<file path="src/rtl/usb_status_pkg.sv">
// Constants, register map and carrier types for the USB interrupt status block
package usb_status_pkg;

    // Notes on behaviour
    // - Transfer-ok bit 15 set on clean completion, read-only
    // - Bit 14 flags packet buffer overrun/underrun
    // - Never flag overrun during isochronous transfers
    // - Bit 13: timeout, CRC, bit-stuff or frame error
    // - Wake in suspend sets bit 12, clears low-power
    // - Bit 11 set after over 3 ms idle
    // - No suspend detection while suspended until wake or bus reset
    // - Bus reset re-enables suspend detection immediately
    // - Bit 10 set on bus reset signalling
    // - Bus reset clears address and endpoint state
    // - Bit 9 set on every SOF token
    // - Bit 8 set when expected SOF missing
    // - Three missed SOFs in a row raise suspend
    // - Bit 4: 0 for IN, 1 for OUT completion
    // - Endpoint may hold tx and rx flags together
    // - Bits 3:0 carry the requesting endpoint number
    // - Iso/double-buffered first, then lowest endpoint number
    // - Flags clear on write 0, writes of 1 ignored
    // - Flag interrupts only when matching enable set
    // - Low-power bit 2 cleared by bus wake activity

    // Register byte offsets
    localparam logic [7:0] EP_STATUS_OFS = 8'h00;
    localparam logic [7:0] CONTROL_OFS   = 8'h40;
    localparam logic [7:0] STATUS_OFS    = 8'h44;
    localparam logic [7:0] ADDRESS_OFS   = 8'h4C;

    // Status register field positions
    localparam int TRANSFER_OK_BIT  = 15;
    localparam int OVERRUN_BIT      = 14;
    localparam int ERROR_BIT        = 13;
    localparam int WAKEUP_BIT       = 12;
    localparam int SUSPEND_BIT      = 11;
    localparam int BUS_RESET_BIT    = 10;
    localparam int SOF_BIT          = 9;
    localparam int MISSED_FRAME_BIT = 8;
    localparam int DIR_BIT          = 4;
    localparam int FLAG_LO          = 8;
    localparam int FLAG_HI          = 14;

    // Control register field positions
    localparam int LOW_POWER_BIT    = 2;
    localparam int ENABLE_LO        = 8;
    localparam int ENABLE_HI        = 15;

    // Address register field positions
    localparam int MODULE_EN_BIT    = 7;

    // Endpoint status register field positions
    localparam int EP_TX_LO         = 0;
    localparam int EP_RX_LO         = 8;
    localparam int EP_HI_LO         = 16;

    // Reset values
    localparam logic [31:0] STATUS_RESET = 32'h0000_0000;
    localparam logic [6:0]  FLAGS_RESET  = 7'h00;
    localparam logic [7:0]  ENABLE_RESET = 8'h00;
    localparam logic [6:0]  ADDR_RESET   = 7'h00;
    localparam logic [7:0]  EP_RESET     = 8'h00;

    // Sizes
    localparam int EP_COUNT   = 8;
    localparam int CNT_W      = 17;
    localparam logic [1:0] MISSED_LIMIT = 2'h3;

    // Timing: clock rate and documented times
    localparam int CLK_KHZ          = 20000;
    localparam int SUSPEND_TIME_US  = 3000;
    localparam int FRAME_TIME_US    = 1000;
    localparam int SUSPEND_CYCLES   = (SUSPEND_TIME_US * CLK_KHZ) / 1000;
    localparam int FRAME_CYCLES     = (FRAME_TIME_US * CLK_KHZ) / 1000;

    // Events from the serial engine, all on hclk
    typedef struct packed {
        logic       xfer_done;
        logic [3:0] xfer_ep;
        logic       xfer_out;
        logic       buf_overrun;
        logic       iso_xfer;
        logic       err_timeout;
        logic       err_crc;
        logic       err_stuff;
        logic       err_frame;
        logic       bus_active;
        logic       wake;
        logic       bus_reset;
        logic       sof;
    } usb_event_s;

    // Whole block state
    typedef struct packed {
        logic [EP_COUNT-1:0] ep_tx;
        logic [EP_COUNT-1:0] ep_rx;
        logic [EP_COUNT-1:0] ep_hi;
        logic [6:0]          flags;
        logic [7:0]          enables;
        logic                low_power_bit;
        logic [6:0]          dev_addr;
        logic                module_en;
        logic                dir;
        logic [3:0]          endpoint_identifier;
        logic [CNT_W-1:0]    idle_cnt;
        logic [CNT_W-1:0]    frame_cnt;
        logic [1:0]          miss_cnt;
        logic                suspended;
        logic                sof_seen;
        logic                wr_pend;
        logic [7:0]          wr_addr;
        logic                rd_wait;
        logic [7:0]          rd_addr;
        logic [31:0]         hrdata;
    } state_s;

endpackage

</file>
<file path="src/rtl/usb_interrupt_status.sv">
// USB device interrupt status register and event logic with AHB-Lite slave
//
// Local design decision: the AHB-Lite slave port.
`timescale 1ns/1ps
module usb_interrupt_status #(
    parameter int unsigned SUSPEND_CYCLES = usb_status_pkg::SUSPEND_CYCLES,
    parameter int unsigned FRAME_CYCLES   = usb_status_pkg::FRAME_CYCLES
) (
    input  wire logic                      hclk,
    input  wire logic                      hresetn,
    input  wire logic                      hsel,
    input  wire logic [31:0]               haddr,
    input  wire logic [1:0]                htrans,
    input  wire logic                      hwrite,
    input  wire logic [2:0]                hsize,
    input  wire logic                      hready,
    input  wire logic [31:0]               hwdata,
    output logic [31:0]                    hrdata,
    output logic                           hreadyout,
    output logic                           hresp,
    input  wire usb_status_pkg::usb_event_s usb_event,
    output logic                           usb_irq,
    output logic                           low_power,
    output logic                           suspend_active,
    output logic [6:0]                     device_address,
    output logic                           module_enable,
    output logic                           ep_regs_reset
);

    // Timer counter width, needed by the limit declarations below
    localparam int CNT_W_L = usb_status_pkg::CNT_W;

    usb_status_pkg::state_s s_q;
    usb_status_pkg::state_s s_d;

    logic [usb_status_pkg::EP_COUNT-1:0] pending;
    logic [usb_status_pkg::EP_COUNT-1:0] pend_hi;
    logic [3:0]                          sel_ep;
    logic                                sel_valid;
    logic [6:0]                          flag_set;
    logic [31:0]                         status_word;
    logic                                addr_ok;
    logic                                wr_now;
    logic [7:0]                          wr_ofs;
    logic [CNT_W_L-1:0]                  suspend_lim;
    logic [CNT_W_L-1:0]                  frame_lim;
    logic                                idle_expired;
    logic                                frame_expired;

    // Lowest set index of a vector; the index fits in four bits
    function automatic logic [3:0] first_set(input logic [usb_status_pkg::EP_COUNT-1:0] v);
        logic [3:0] idx;
        idx = 4'h0;
        for (int i = usb_status_pkg::EP_COUNT - 1; i >= 0; i--) begin
            if (v[i]) begin
                idx = 4'(i);
            end
        end
        return idx;
    endfunction

    // Long counts are parameters so a simulation can shorten them
    assign suspend_lim = CNT_W_L'(SUSPEND_CYCLES);
    assign frame_lim   = CNT_W_L'(FRAME_CYCLES);

    // Endpoint arbitration: iso and double-buffered bulk first, then lowest number
    assign pending   = s_q.ep_tx | s_q.ep_rx;
    assign pend_hi   = pending & s_q.ep_hi;
    assign sel_valid = |pending;
    assign sel_ep    = (|pend_hi) ? first_set(pend_hi) : first_set(pending);

    // Bus timers; suspend needs strictly more than the idle time
    assign idle_expired  = (s_q.idle_cnt == suspend_lim) && !usb_event.bus_active;
    assign frame_expired = s_q.sof_seen && !s_q.suspended && (s_q.frame_cnt == frame_lim);

    // Hardware set requests for flags 8..14, index 0 is bit 8
    always_comb begin
        flag_set = 7'h00;
        flag_set[usb_status_pkg::OVERRUN_BIT - usb_status_pkg::FLAG_LO] =
            usb_event.buf_overrun && !usb_event.iso_xfer;
        flag_set[usb_status_pkg::ERROR_BIT - usb_status_pkg::FLAG_LO] =
            usb_event.err_timeout | usb_event.err_crc |
            usb_event.err_stuff | usb_event.err_frame;
        flag_set[usb_status_pkg::WAKEUP_BIT - usb_status_pkg::FLAG_LO] =
            usb_event.wake && s_q.suspended;
        flag_set[usb_status_pkg::SUSPEND_BIT - usb_status_pkg::FLAG_LO] =
            !s_q.suspended && !usb_event.bus_reset &&
            (idle_expired || (frame_expired && s_q.miss_cnt == usb_status_pkg::MISSED_LIMIT - 2'h1));
        flag_set[usb_status_pkg::BUS_RESET_BIT - usb_status_pkg::FLAG_LO] = usb_event.bus_reset;
        flag_set[usb_status_pkg::SOF_BIT - usb_status_pkg::FLAG_LO] = usb_event.sof;
        flag_set[usb_status_pkg::MISSED_FRAME_BIT - usb_status_pkg::FLAG_LO] = frame_expired;
    end

    // Status word as software sees it; reserved bits read as zero
    always_comb begin
        status_word = usb_status_pkg::STATUS_RESET;
        status_word[usb_status_pkg::TRANSFER_OK_BIT] = sel_valid;
        status_word[usb_status_pkg::FLAG_HI:usb_status_pkg::FLAG_LO] = s_q.flags;
        status_word[usb_status_pkg::DIR_BIT] = s_q.dir;
        status_word[3:0] = s_q.endpoint_identifier;
    end

    // Address phase accepted when selected, active and the bus is ready
    assign addr_ok = hsel && htrans[1] && hready;
    assign wr_now  = s_q.wr_pend;
    assign wr_ofs  = s_q.wr_addr;

    // Next state of the whole block
    always_comb begin
        s_d = s_q;

        // Bus slave: writes land in their data phase, reads take one wait state
        s_d.wr_pend = addr_ok && hwrite;
        s_d.rd_wait = addr_ok && !hwrite;
        if (addr_ok) begin
            s_d.wr_addr = haddr[7:0];
            s_d.rd_addr = haddr[7:0];
        end

        // Software writes to control and configuration fields
        if (wr_now && wr_ofs == usb_status_pkg::CONTROL_OFS) begin
            s_d.enables = hwdata[usb_status_pkg::ENABLE_HI:usb_status_pkg::ENABLE_LO];
            s_d.low_power_bit = hwdata[usb_status_pkg::LOW_POWER_BIT];
        end
        if (wr_now && wr_ofs == usb_status_pkg::ADDRESS_OFS) begin
            s_d.dev_addr  = hwdata[6:0];
            s_d.module_en = hwdata[usb_status_pkg::MODULE_EN_BIT];
        end

        // Endpoint flags: write 0 clears, then completions set on top
        if (wr_now && wr_ofs == usb_status_pkg::EP_STATUS_OFS) begin
            s_d.ep_tx = s_q.ep_tx & hwdata[usb_status_pkg::EP_TX_LO +: usb_status_pkg::EP_COUNT];
            s_d.ep_rx = s_q.ep_rx & hwdata[usb_status_pkg::EP_RX_LO +: usb_status_pkg::EP_COUNT];
            s_d.ep_hi = hwdata[usb_status_pkg::EP_HI_LO +: usb_status_pkg::EP_COUNT];
        end
        if (usb_event.xfer_done && usb_event.xfer_ep < 4'(usb_status_pkg::EP_COUNT)) begin
            if (usb_event.xfer_out) begin
                s_d.ep_rx[usb_event.xfer_ep[2:0]] = 1'b1;
            end else begin
                s_d.ep_tx[usb_event.xfer_ep[2:0]] = 1'b1;
            end
        end

        // Status flags: a write of 0 clears, 1 is ignored, a set wins
        if (wr_now && wr_ofs == usb_status_pkg::STATUS_OFS) begin
            s_d.flags = s_q.flags & hwdata[usb_status_pkg::FLAG_HI:usb_status_pkg::FLAG_LO];
        end
        s_d.flags = s_d.flags | flag_set;

        // Report the winning endpoint and its direction, OUT shown when both wait
        if (sel_valid) begin
            s_d.endpoint_identifier = sel_ep;
            s_d.dir = s_q.ep_rx[sel_ep[2:0]];
        end

        // Idle timer, held off while suspended
        if (usb_event.bus_active || s_q.suspended) begin
            s_d.idle_cnt = '0;
        end else if (s_q.idle_cnt != suspend_lim) begin
            s_d.idle_cnt = s_q.idle_cnt + CNT_W_L'(1);
        end

        // Frame timer runs once frames have started, restarts on each SOF
        if (usb_event.sof) begin
            s_d.sof_seen  = 1'b1;
            s_d.frame_cnt = '0;
            s_d.miss_cnt  = 2'h0;
        end else if (frame_expired) begin
            s_d.frame_cnt = '0;
            s_d.miss_cnt  = (s_q.miss_cnt == usb_status_pkg::MISSED_LIMIT - 2'h1) ? 2'h0 : s_q.miss_cnt + 2'h1;
        end else if (s_q.sof_seen && !s_q.suspended) begin
            s_d.frame_cnt = s_q.frame_cnt + CNT_W_L'(1);
        end

        // Suspend entry disables detection until a wake-up or a bus reset ends it
        if (flag_set[usb_status_pkg::SUSPEND_BIT - usb_status_pkg::FLAG_LO]) begin
            s_d.suspended = 1'b1;
            s_d.sof_seen  = 1'b0;
        end

        // Wake activity ends suspend and drops low-power; hardware clear beats software
        if (usb_event.wake) begin
            s_d.low_power_bit = 1'b0;
            s_d.suspended     = 1'b0;
        end

        // Bus reset: address and endpoint state cleared, configuration kept
        if (usb_event.bus_reset) begin
            s_d.suspended = 1'b0;
            s_d.dev_addr  = usb_status_pkg::ADDR_RESET;
            s_d.ep_tx     = usb_status_pkg::EP_RESET;
            s_d.ep_rx     = usb_status_pkg::EP_RESET;
            s_d.idle_cnt  = '0;
            s_d.frame_cnt = '0;
            s_d.miss_cnt  = 2'h0;
            s_d.sof_seen  = 1'b0;
        end

        // Read data captured in the wait cycle so a preceding write is visible
        if (s_q.rd_wait) begin
            unique case (s_q.rd_addr)
                usb_status_pkg::STATUS_OFS: begin
                    s_d.hrdata = status_word;
                end
                usb_status_pkg::CONTROL_OFS: begin
                    s_d.hrdata = {16'h0000, s_q.enables, 5'h00, s_q.low_power_bit, 2'h0};
                end
                usb_status_pkg::ADDRESS_OFS: begin
                    s_d.hrdata = {24'h000000, s_q.module_en, s_q.dev_addr};
                end
                usb_status_pkg::EP_STATUS_OFS: begin
                    s_d.hrdata = {8'h00, s_q.ep_hi, s_q.ep_rx, s_q.ep_tx};
                end
                default: begin
                    s_d.hrdata = 32'h0000_0000;
                end
            endcase
        end
    end

    // Single state register for the whole block
    always_ff @(posedge hclk or negedge hresetn) begin
        if (!hresetn) begin
            s_q <= '0;
        end else begin
            s_q <= s_d;
        end
    end

    // Bus answers: always OKAY, reads stretched by one wait state
    assign hreadyout = !s_q.rd_wait;
    assign hresp     = 1'b0;
    assign hrdata    = s_q.hrdata;

    // One interrupt line, each flag gated by its own enable
    assign usb_irq = |(status_word[usb_status_pkg::ENABLE_HI:usb_status_pkg::ENABLE_LO] & s_q.enables);

    // Outputs to the rest of the controller
    assign low_power      = s_q.low_power_bit;
    assign suspend_active = s_q.suspended;
    assign device_address = s_q.dev_addr;
    assign module_enable  = s_q.module_en;
    assign ep_regs_reset  = usb_event.bus_reset;

endmodule

</file>
<file path="config.mk">
export PLATFORM = sky130hd
export DESIGN_NAME = usb_interrupt_status
export DESIGN_NICKNAME = d
export VERILOG_FILES = /design/src/rtl/usb_status_pkg.sv /design/src/rtl/usb_interrupt_status.sv
export SDC_FILE = /design/constraint.sdc
export NUM_CORES = 1
export LEC_CHECK = 0
export ABC_AREA = 0
export BUFFER_PORTS_ARGS = -buffer_cell sky130_fd_sc_hd__buf_2
export CAP_MARGIN = 30
export CORE_AREA = 2 2 86 171
export CTS_CLUSTER_SIZE = 10
export DETAILED_ROUTE_END_ITERATION = 10
export DIE_AREA = 0 0 88 173
export GPL_TIMING_DRIVEN = 1
export HOLD_SLACK_MARGIN = 0.05
export PLACE_DENSITY = 0.67
export SKIP_CTS_REPAIR_TIMING = 1
export SYNTH_ARGS = -nofsm -noshare
export SYNTH_HDL_FRONTEND = slang
export SYNTH_SLANG_ARGS = --single-unit
</file>
<file path="constraint.sdc">
create_clock -name hclk -period 3.1 [get_ports hclk]
set_input_delay 0.31 -clock hclk [delete_from_list [all_inputs] [get_ports hclk]]
set_output_delay 0.31 -clock hclk [all_outputs]
set_load 0.005 [all_outputs]
</file>
* Yosys cells after proc, flatten, opt, wreduce, memory -nomap -nowiden
Cells that the tools add are included.
W data, S select, Z words.
** Storage, ports and cells
- Register bits after elaboration :: 133
- Input bits :: 90
- Output and inout port bits :: 46
** Cells by class
- Add/sub/neg operators :: 3
- Magnitude comparators :: 4
- Equal/unequal tests :: 7
- Muxes and demuxes :: 43
- Bitwise operators :: 12
- Reduce and logical (&&, ||, !) cells :: 37
** Operators by type and width (number)
- $pmux W24 S4 :: 1
- $mux W17 :: 4
- $mux W4 :: 14
- $mux W38 :: 1
- $add A17 B1 Y17 const B :: 2
- $and A8 B8 Y8 :: 4
- $mux W16 :: 2
- $eq A8 B7 Y1 const B :: 3
- $mux W24 :: 1
- $mux W8 :: 3
- $or A8 B8 Y8 :: 3
- $reduce_or A8 Y1 :: 3
- $mux W19 :: 1
- $logic_and A1 B1 Y1 :: 18
- $eq A17 B15 Y1 const B :: 1
- $eq A17 B16 Y1 const B :: 1
- $ne A17 B16 Y1 const B :: 1
- $mux W7 :: 2
- $reduce_bool A3 Y1 :: 4
- $mux W3 :: 3
- $logic_not A8 Y1 :: 1
- $lt A3 B4 Y1 const B :: 2
- $and A7 B7 Y7 :: 1
- $or A7 B7 Y7 :: 1
- 13 further kinds :: 29

* Depth between registers and ports, before layout
- Word-level depth :: 13
- Depth in mapped cells :: 8
- Mapped depth without buffers :: 8

* Least setup slack after synthesis
OpenSTA, ideal clock, no wires.
- Path type :: reg-to-reg
- Start :: register s_q[136] (netlist bit)
- End :: register s_q[92] (netlist bit)
- Data arrival time :: 2148 ps
- Setup slack :: 813 ps
- Cell stages (with the launch flop) :: 9
- Cell sequence :: dfrtp_1 > o21ai_0 > nand2_1 > nor2_1 > or4b_1 > o31ai_4 > mux2_2 > o221ai_1 > o22ai_1
** Between the ends
- Word-level cells in the longest chain between the ends :: 9
- Elaborated cells between the ends (all ways) :: 15
** RTL lines
- start, declared :: line usb_interrupt_status.sv:33 : usb_status_pkg::state_s s_q;
- start signal, assigned :: line usb_interrupt_status.sv:224 : s_q <= '0;
- start signal, assigned :: line usb_interrupt_status.sv:226 : s_q <= s_d;
- $or A8 B8 Y8 * :: line usb_interrupt_status.sv:67 : assign pending = s_q.ep_tx | s_q.ep_rx;
- $and A8 B8 Y8 :: line usb_interrupt_status.sv:68 : assign pend_hi = pending & s_q.ep_hi;
- $mux W4 (4 in a row) :: line usb_interrupt_status.sv:55 : if (v[i]) begin
- $mux W4 :: line usb_interrupt_status.sv:70 : assign sel_ep = (|pend_hi) ? first_set(pend_hi) : first_set(pending);
- $bmux W1 S3 :: line usb_interrupt_status.sv:153 : s_d.dir = s_q.ep_rx[sel_ep[2:0]];
- $mux W1 (implied by the code) :: line usb_interrupt_status.sv:153
Mark *: on every way between the ends. The rest lies on a longest branch, timed or not. The select of a mux whose other input is x is not followed.
A chain may end at the register's enable or synchronous reset.

* Worst setup path in the final report
- Start :: register s_q[129] (netlist bit)
- End :: register s_q[92] (netlist bit)
** Between the ends
- Word-level cells in the longest chain between the ends :: 10
- Elaborated cells between the ends (all ways) :: 17
** RTL lines (line)
- $or A8 B8 Y8 :: usb_interrupt_status.sv:67
- $and A8 B8 Y8 :: usb_interrupt_status.sv:68
- $mux W4 (5 in a row) :: usb_interrupt_status.sv:55
- $mux W4 :: usb_interrupt_status.sv:70
- $bmux W1 S3 :: usb_interrupt_status.sv:153
- $mux W1 (implied by the code) :: usb_interrupt_status.sv:153
Several ways; a longest one is shown, not always the timed one. The select of a mux whose other input is x is not followed.

==> summary.md <==
| Metric | Value |
|---|---|
| Status | `complete, no violations` |
| Setup violators final | `0` |
| Setup TNS | `0 ps` |
| Register area share after synthesis | `50.1%` |
| Root Driver | `clkbuf_16` |
| Vias in the first global route | `5195` |
| Final Hold Violating Endpoints | `0` |
| Worst setup EP type | `flip-flop` |
| Rows | `61` |
| Detailed Route WL | `16.4 mm` |
| I/O pin total | `136` |
| Area Overhead vs Synth | `17.4%` |
| Final Wtd Congestion | `0.915` |
| Main synth FF type | `dfrtp_1` |
| Maximum clock frequency | `378 MHz` |
| Port-buffer cells | `90` |
| P_leak | `0.00328 uW` |
| Post-synthesis cell type count | `52` |
| CTS sink count | `124` |
| Synthesis Warnings | `0` |
| Detailed Route Iter0 Violations | `268` |
| Slew Limit Headroom | `56.0%` |
| CTS tree | `done` |
| Number of remaining DRC errors | `0` |
| Dominant cell type by area after synthesis | `dfrtp_1` |
| Skew final | `6.54 ps` |
| Cell with the most instances after synthesis | `dfrtp_1` |
| Die Footprint | `15200 um^2` |
| Yosys top cell area share | `50.1%` |
| Max-cap violations | `0` |
| Worst R2R Path Depth | `7` |
| P per Cell Area | `578 nW/um^2` |
| Largest net degree at the start of global routing | `78` |
| Hold path cells | `2` |
| Top cells by count, synth | `dfrtp_1, nand2_1, nor2_1` |
| RSZ-0062 raised after global routing | `no` |
| R2R Setup Slk | `460 ps` |
| N_diodes | `0` |
| Crit path time final | `2640 ps` |
| Final Core Density | `52.6%` |
| DIE HEIGHT | `173 um` |
| Starting Density | `44.8%` |
| Multi-input gate area in the final layout | `2660 um^2` |
| Post-Syn Instances | `625` |
| Async SR Flop Fraction | `100%` |
| Worst-path fanout max | `6` |
| Detailed placement HPWL | `12.1 mm` |
| Via count | `4960` |
| Die Wd | `88 um` |
| Register Area | `3100 um^2` |
| Worst min path class | `in2reg` |
| DR pass1 iterations | `8` |
| Share of layout cells above drive strength 1 | `24.9%` |
| Syn avg cell area | `9.91 um^2` |
| Layout Nets | `787` |
| Global route overflow | `0` |
| All-Layer GR Usage | `22.8%` |
| #FFs+latches synth | `124` |
| Post-route ant nets | `0` |
| Post-synth EDFFs | `0` |
| Clk Latency, worst-skew pair | `410 ps` |
| Slew Limit Fails | `0` |
| Dpl cells | `862` |
| Max VDD drop | `0.000470 V` |
| Routed vias/inst | `5.54` |
| DR WL/cell | `18.3 um` |
| Mapped Area | `6190 um^2` |
| Critical path arrival | `2910 ps` |
| Crit path launch type | `flip-flop` |
| Final Non-Filler Cells | `895` |
| Period Utilization, post-route | `85.3%` |
| Setup CP Type | `reg2reg` |
| Overall power | `4200 uW` |
| Initial antenna violation count | `0` |
| Clock transition at path regs | `60 ps` |
| CTS buffer count | `17` |
| WP data required | `3370 ps` |
| Longest Clk Path Bufs | `2` |
| Global-route wire length before repair | `26.5 mm` |
| Ranking of synthesized cells by area | `dfrtp_1, mux2_2, buf_4, nand2_1, o21ai_0` |
| Slew @ Worst Pin | `654 ps` |
| Core box area | `13800 um^2` |
| # fillers | `1258` |
| H-tree depth | `4` |
## critical path, cell delays in order, from the launching register on
cell	delay, ps
dfrtp_1	480
o21ai_0	260
nand2_1	160
or4b_1	590
o31ai_4	350
mux2_2	380
o221ai_1	160
o22ai_1	100
## where the power goes
part           switching, uW  total, uW  internal (uW)
Combinational            158        289            132
Sequential              71.2       1760           1690
Clock                    707       2150           1450
## layout by cell type (no fill, tap or decap), types with 2 or more instances in the layout
master      instances
a21oi_1            32
a22oi_1            18
and2_1              2
and3_1             10
buf_2              89
buf_4              11
bufinv_16           5
clkbuf_1            3
clkbuf_16          17
clkinv_2            2
clkinvlp_4          3
conb_1              9
dfrtp_1           124
ha_1                4
inv_1              18
mux2_2             40
mux2i_1             4
nand2_1            65
nand2b_1            3
nand3_1            34
nand4_1             7
nor2_1             49
nor2b_1             6
nor3_1             11
nor3b_1             2
nor4_1              9
o21a_1              2
o21ai_0            48
o22ai_1             2
o2bb2ai_1          16
o31ai_1             3
or2_2               2
or3_1               3
or4_1               3
xnor2_1             6
xor2_1             21
## flip-flops by register name, summed over array words and instances (netlist names)
| register | cells |
|---|---|
| hrdata | 24 |
| low_power | 1 |
| s_q | 89 |
| wr_now | 1 |
| device_address | 7 |
| module_enable | 1 |
| suspend_active | 1 |
## cell families after synthesis
logic type,after synthesis,synth area share [%]
other,1,0.0606
XOR/XNOR,27,3.82
AND/OR/NAND/NOR,212,16.3
AO/OA/AOI/OAI,133,13.5
multiplexers,44,7.92
flip-flops,124,50.1
adder cells (fa/ha/maj),4,0.808
buffers and inverters,80,7.44
## metrics by stage
step / hold slack, ps / setup WS, ps / area (um^2)
detailed placement: 371 / 495 / 6620
global route: 70.4 / 312 / 7270
floorplan: 14.4 / 813 / 6220
global placement: 362 / 521 / 6620
finish: 73.3 / 456 / 7270
CTS: -68.8 / 458 / 7260
## layer usage
metal / global-route usage [%] / wire length, um / share of wire, % / vias up
met3: 4.63 / 559 / 3.4 / 51
met5: 0 / 0 / 0 / -
met4: 11.7 / 712 / 4.4 / 0
met2: 42.2 / 9500 / 58 / 143
li1: - / - / - / 2300
met1: 22.8 / 5590 / 34 / 2466
## area by class of cell
class / instances / area share, %
clock buffer: 21 / 6.20
clock inverter: 11 / 2.63
inverter: 19 / 0.981
multi-input combinational: 429 / 36.6
sequential: 124 / 42.7
tap: 189 / 3.25
timing repair buffer: 102 / 7.68
## path summary, 6_finish.rpt
kind	to	from
setup / recovery	s_q[92]	s_q[129]
hold / removal	s_q[40]	hwrite
setup reg to reg	s_q[92]	s_q[129]
hold reg to reg	s_q[90]	s_q[90]
max in group asynchronous	hrdata[10]	hresetn
min in group asynchronous	hrdata[23]	hresetn
Note: power is estimated with default switching activity, not from simulation.
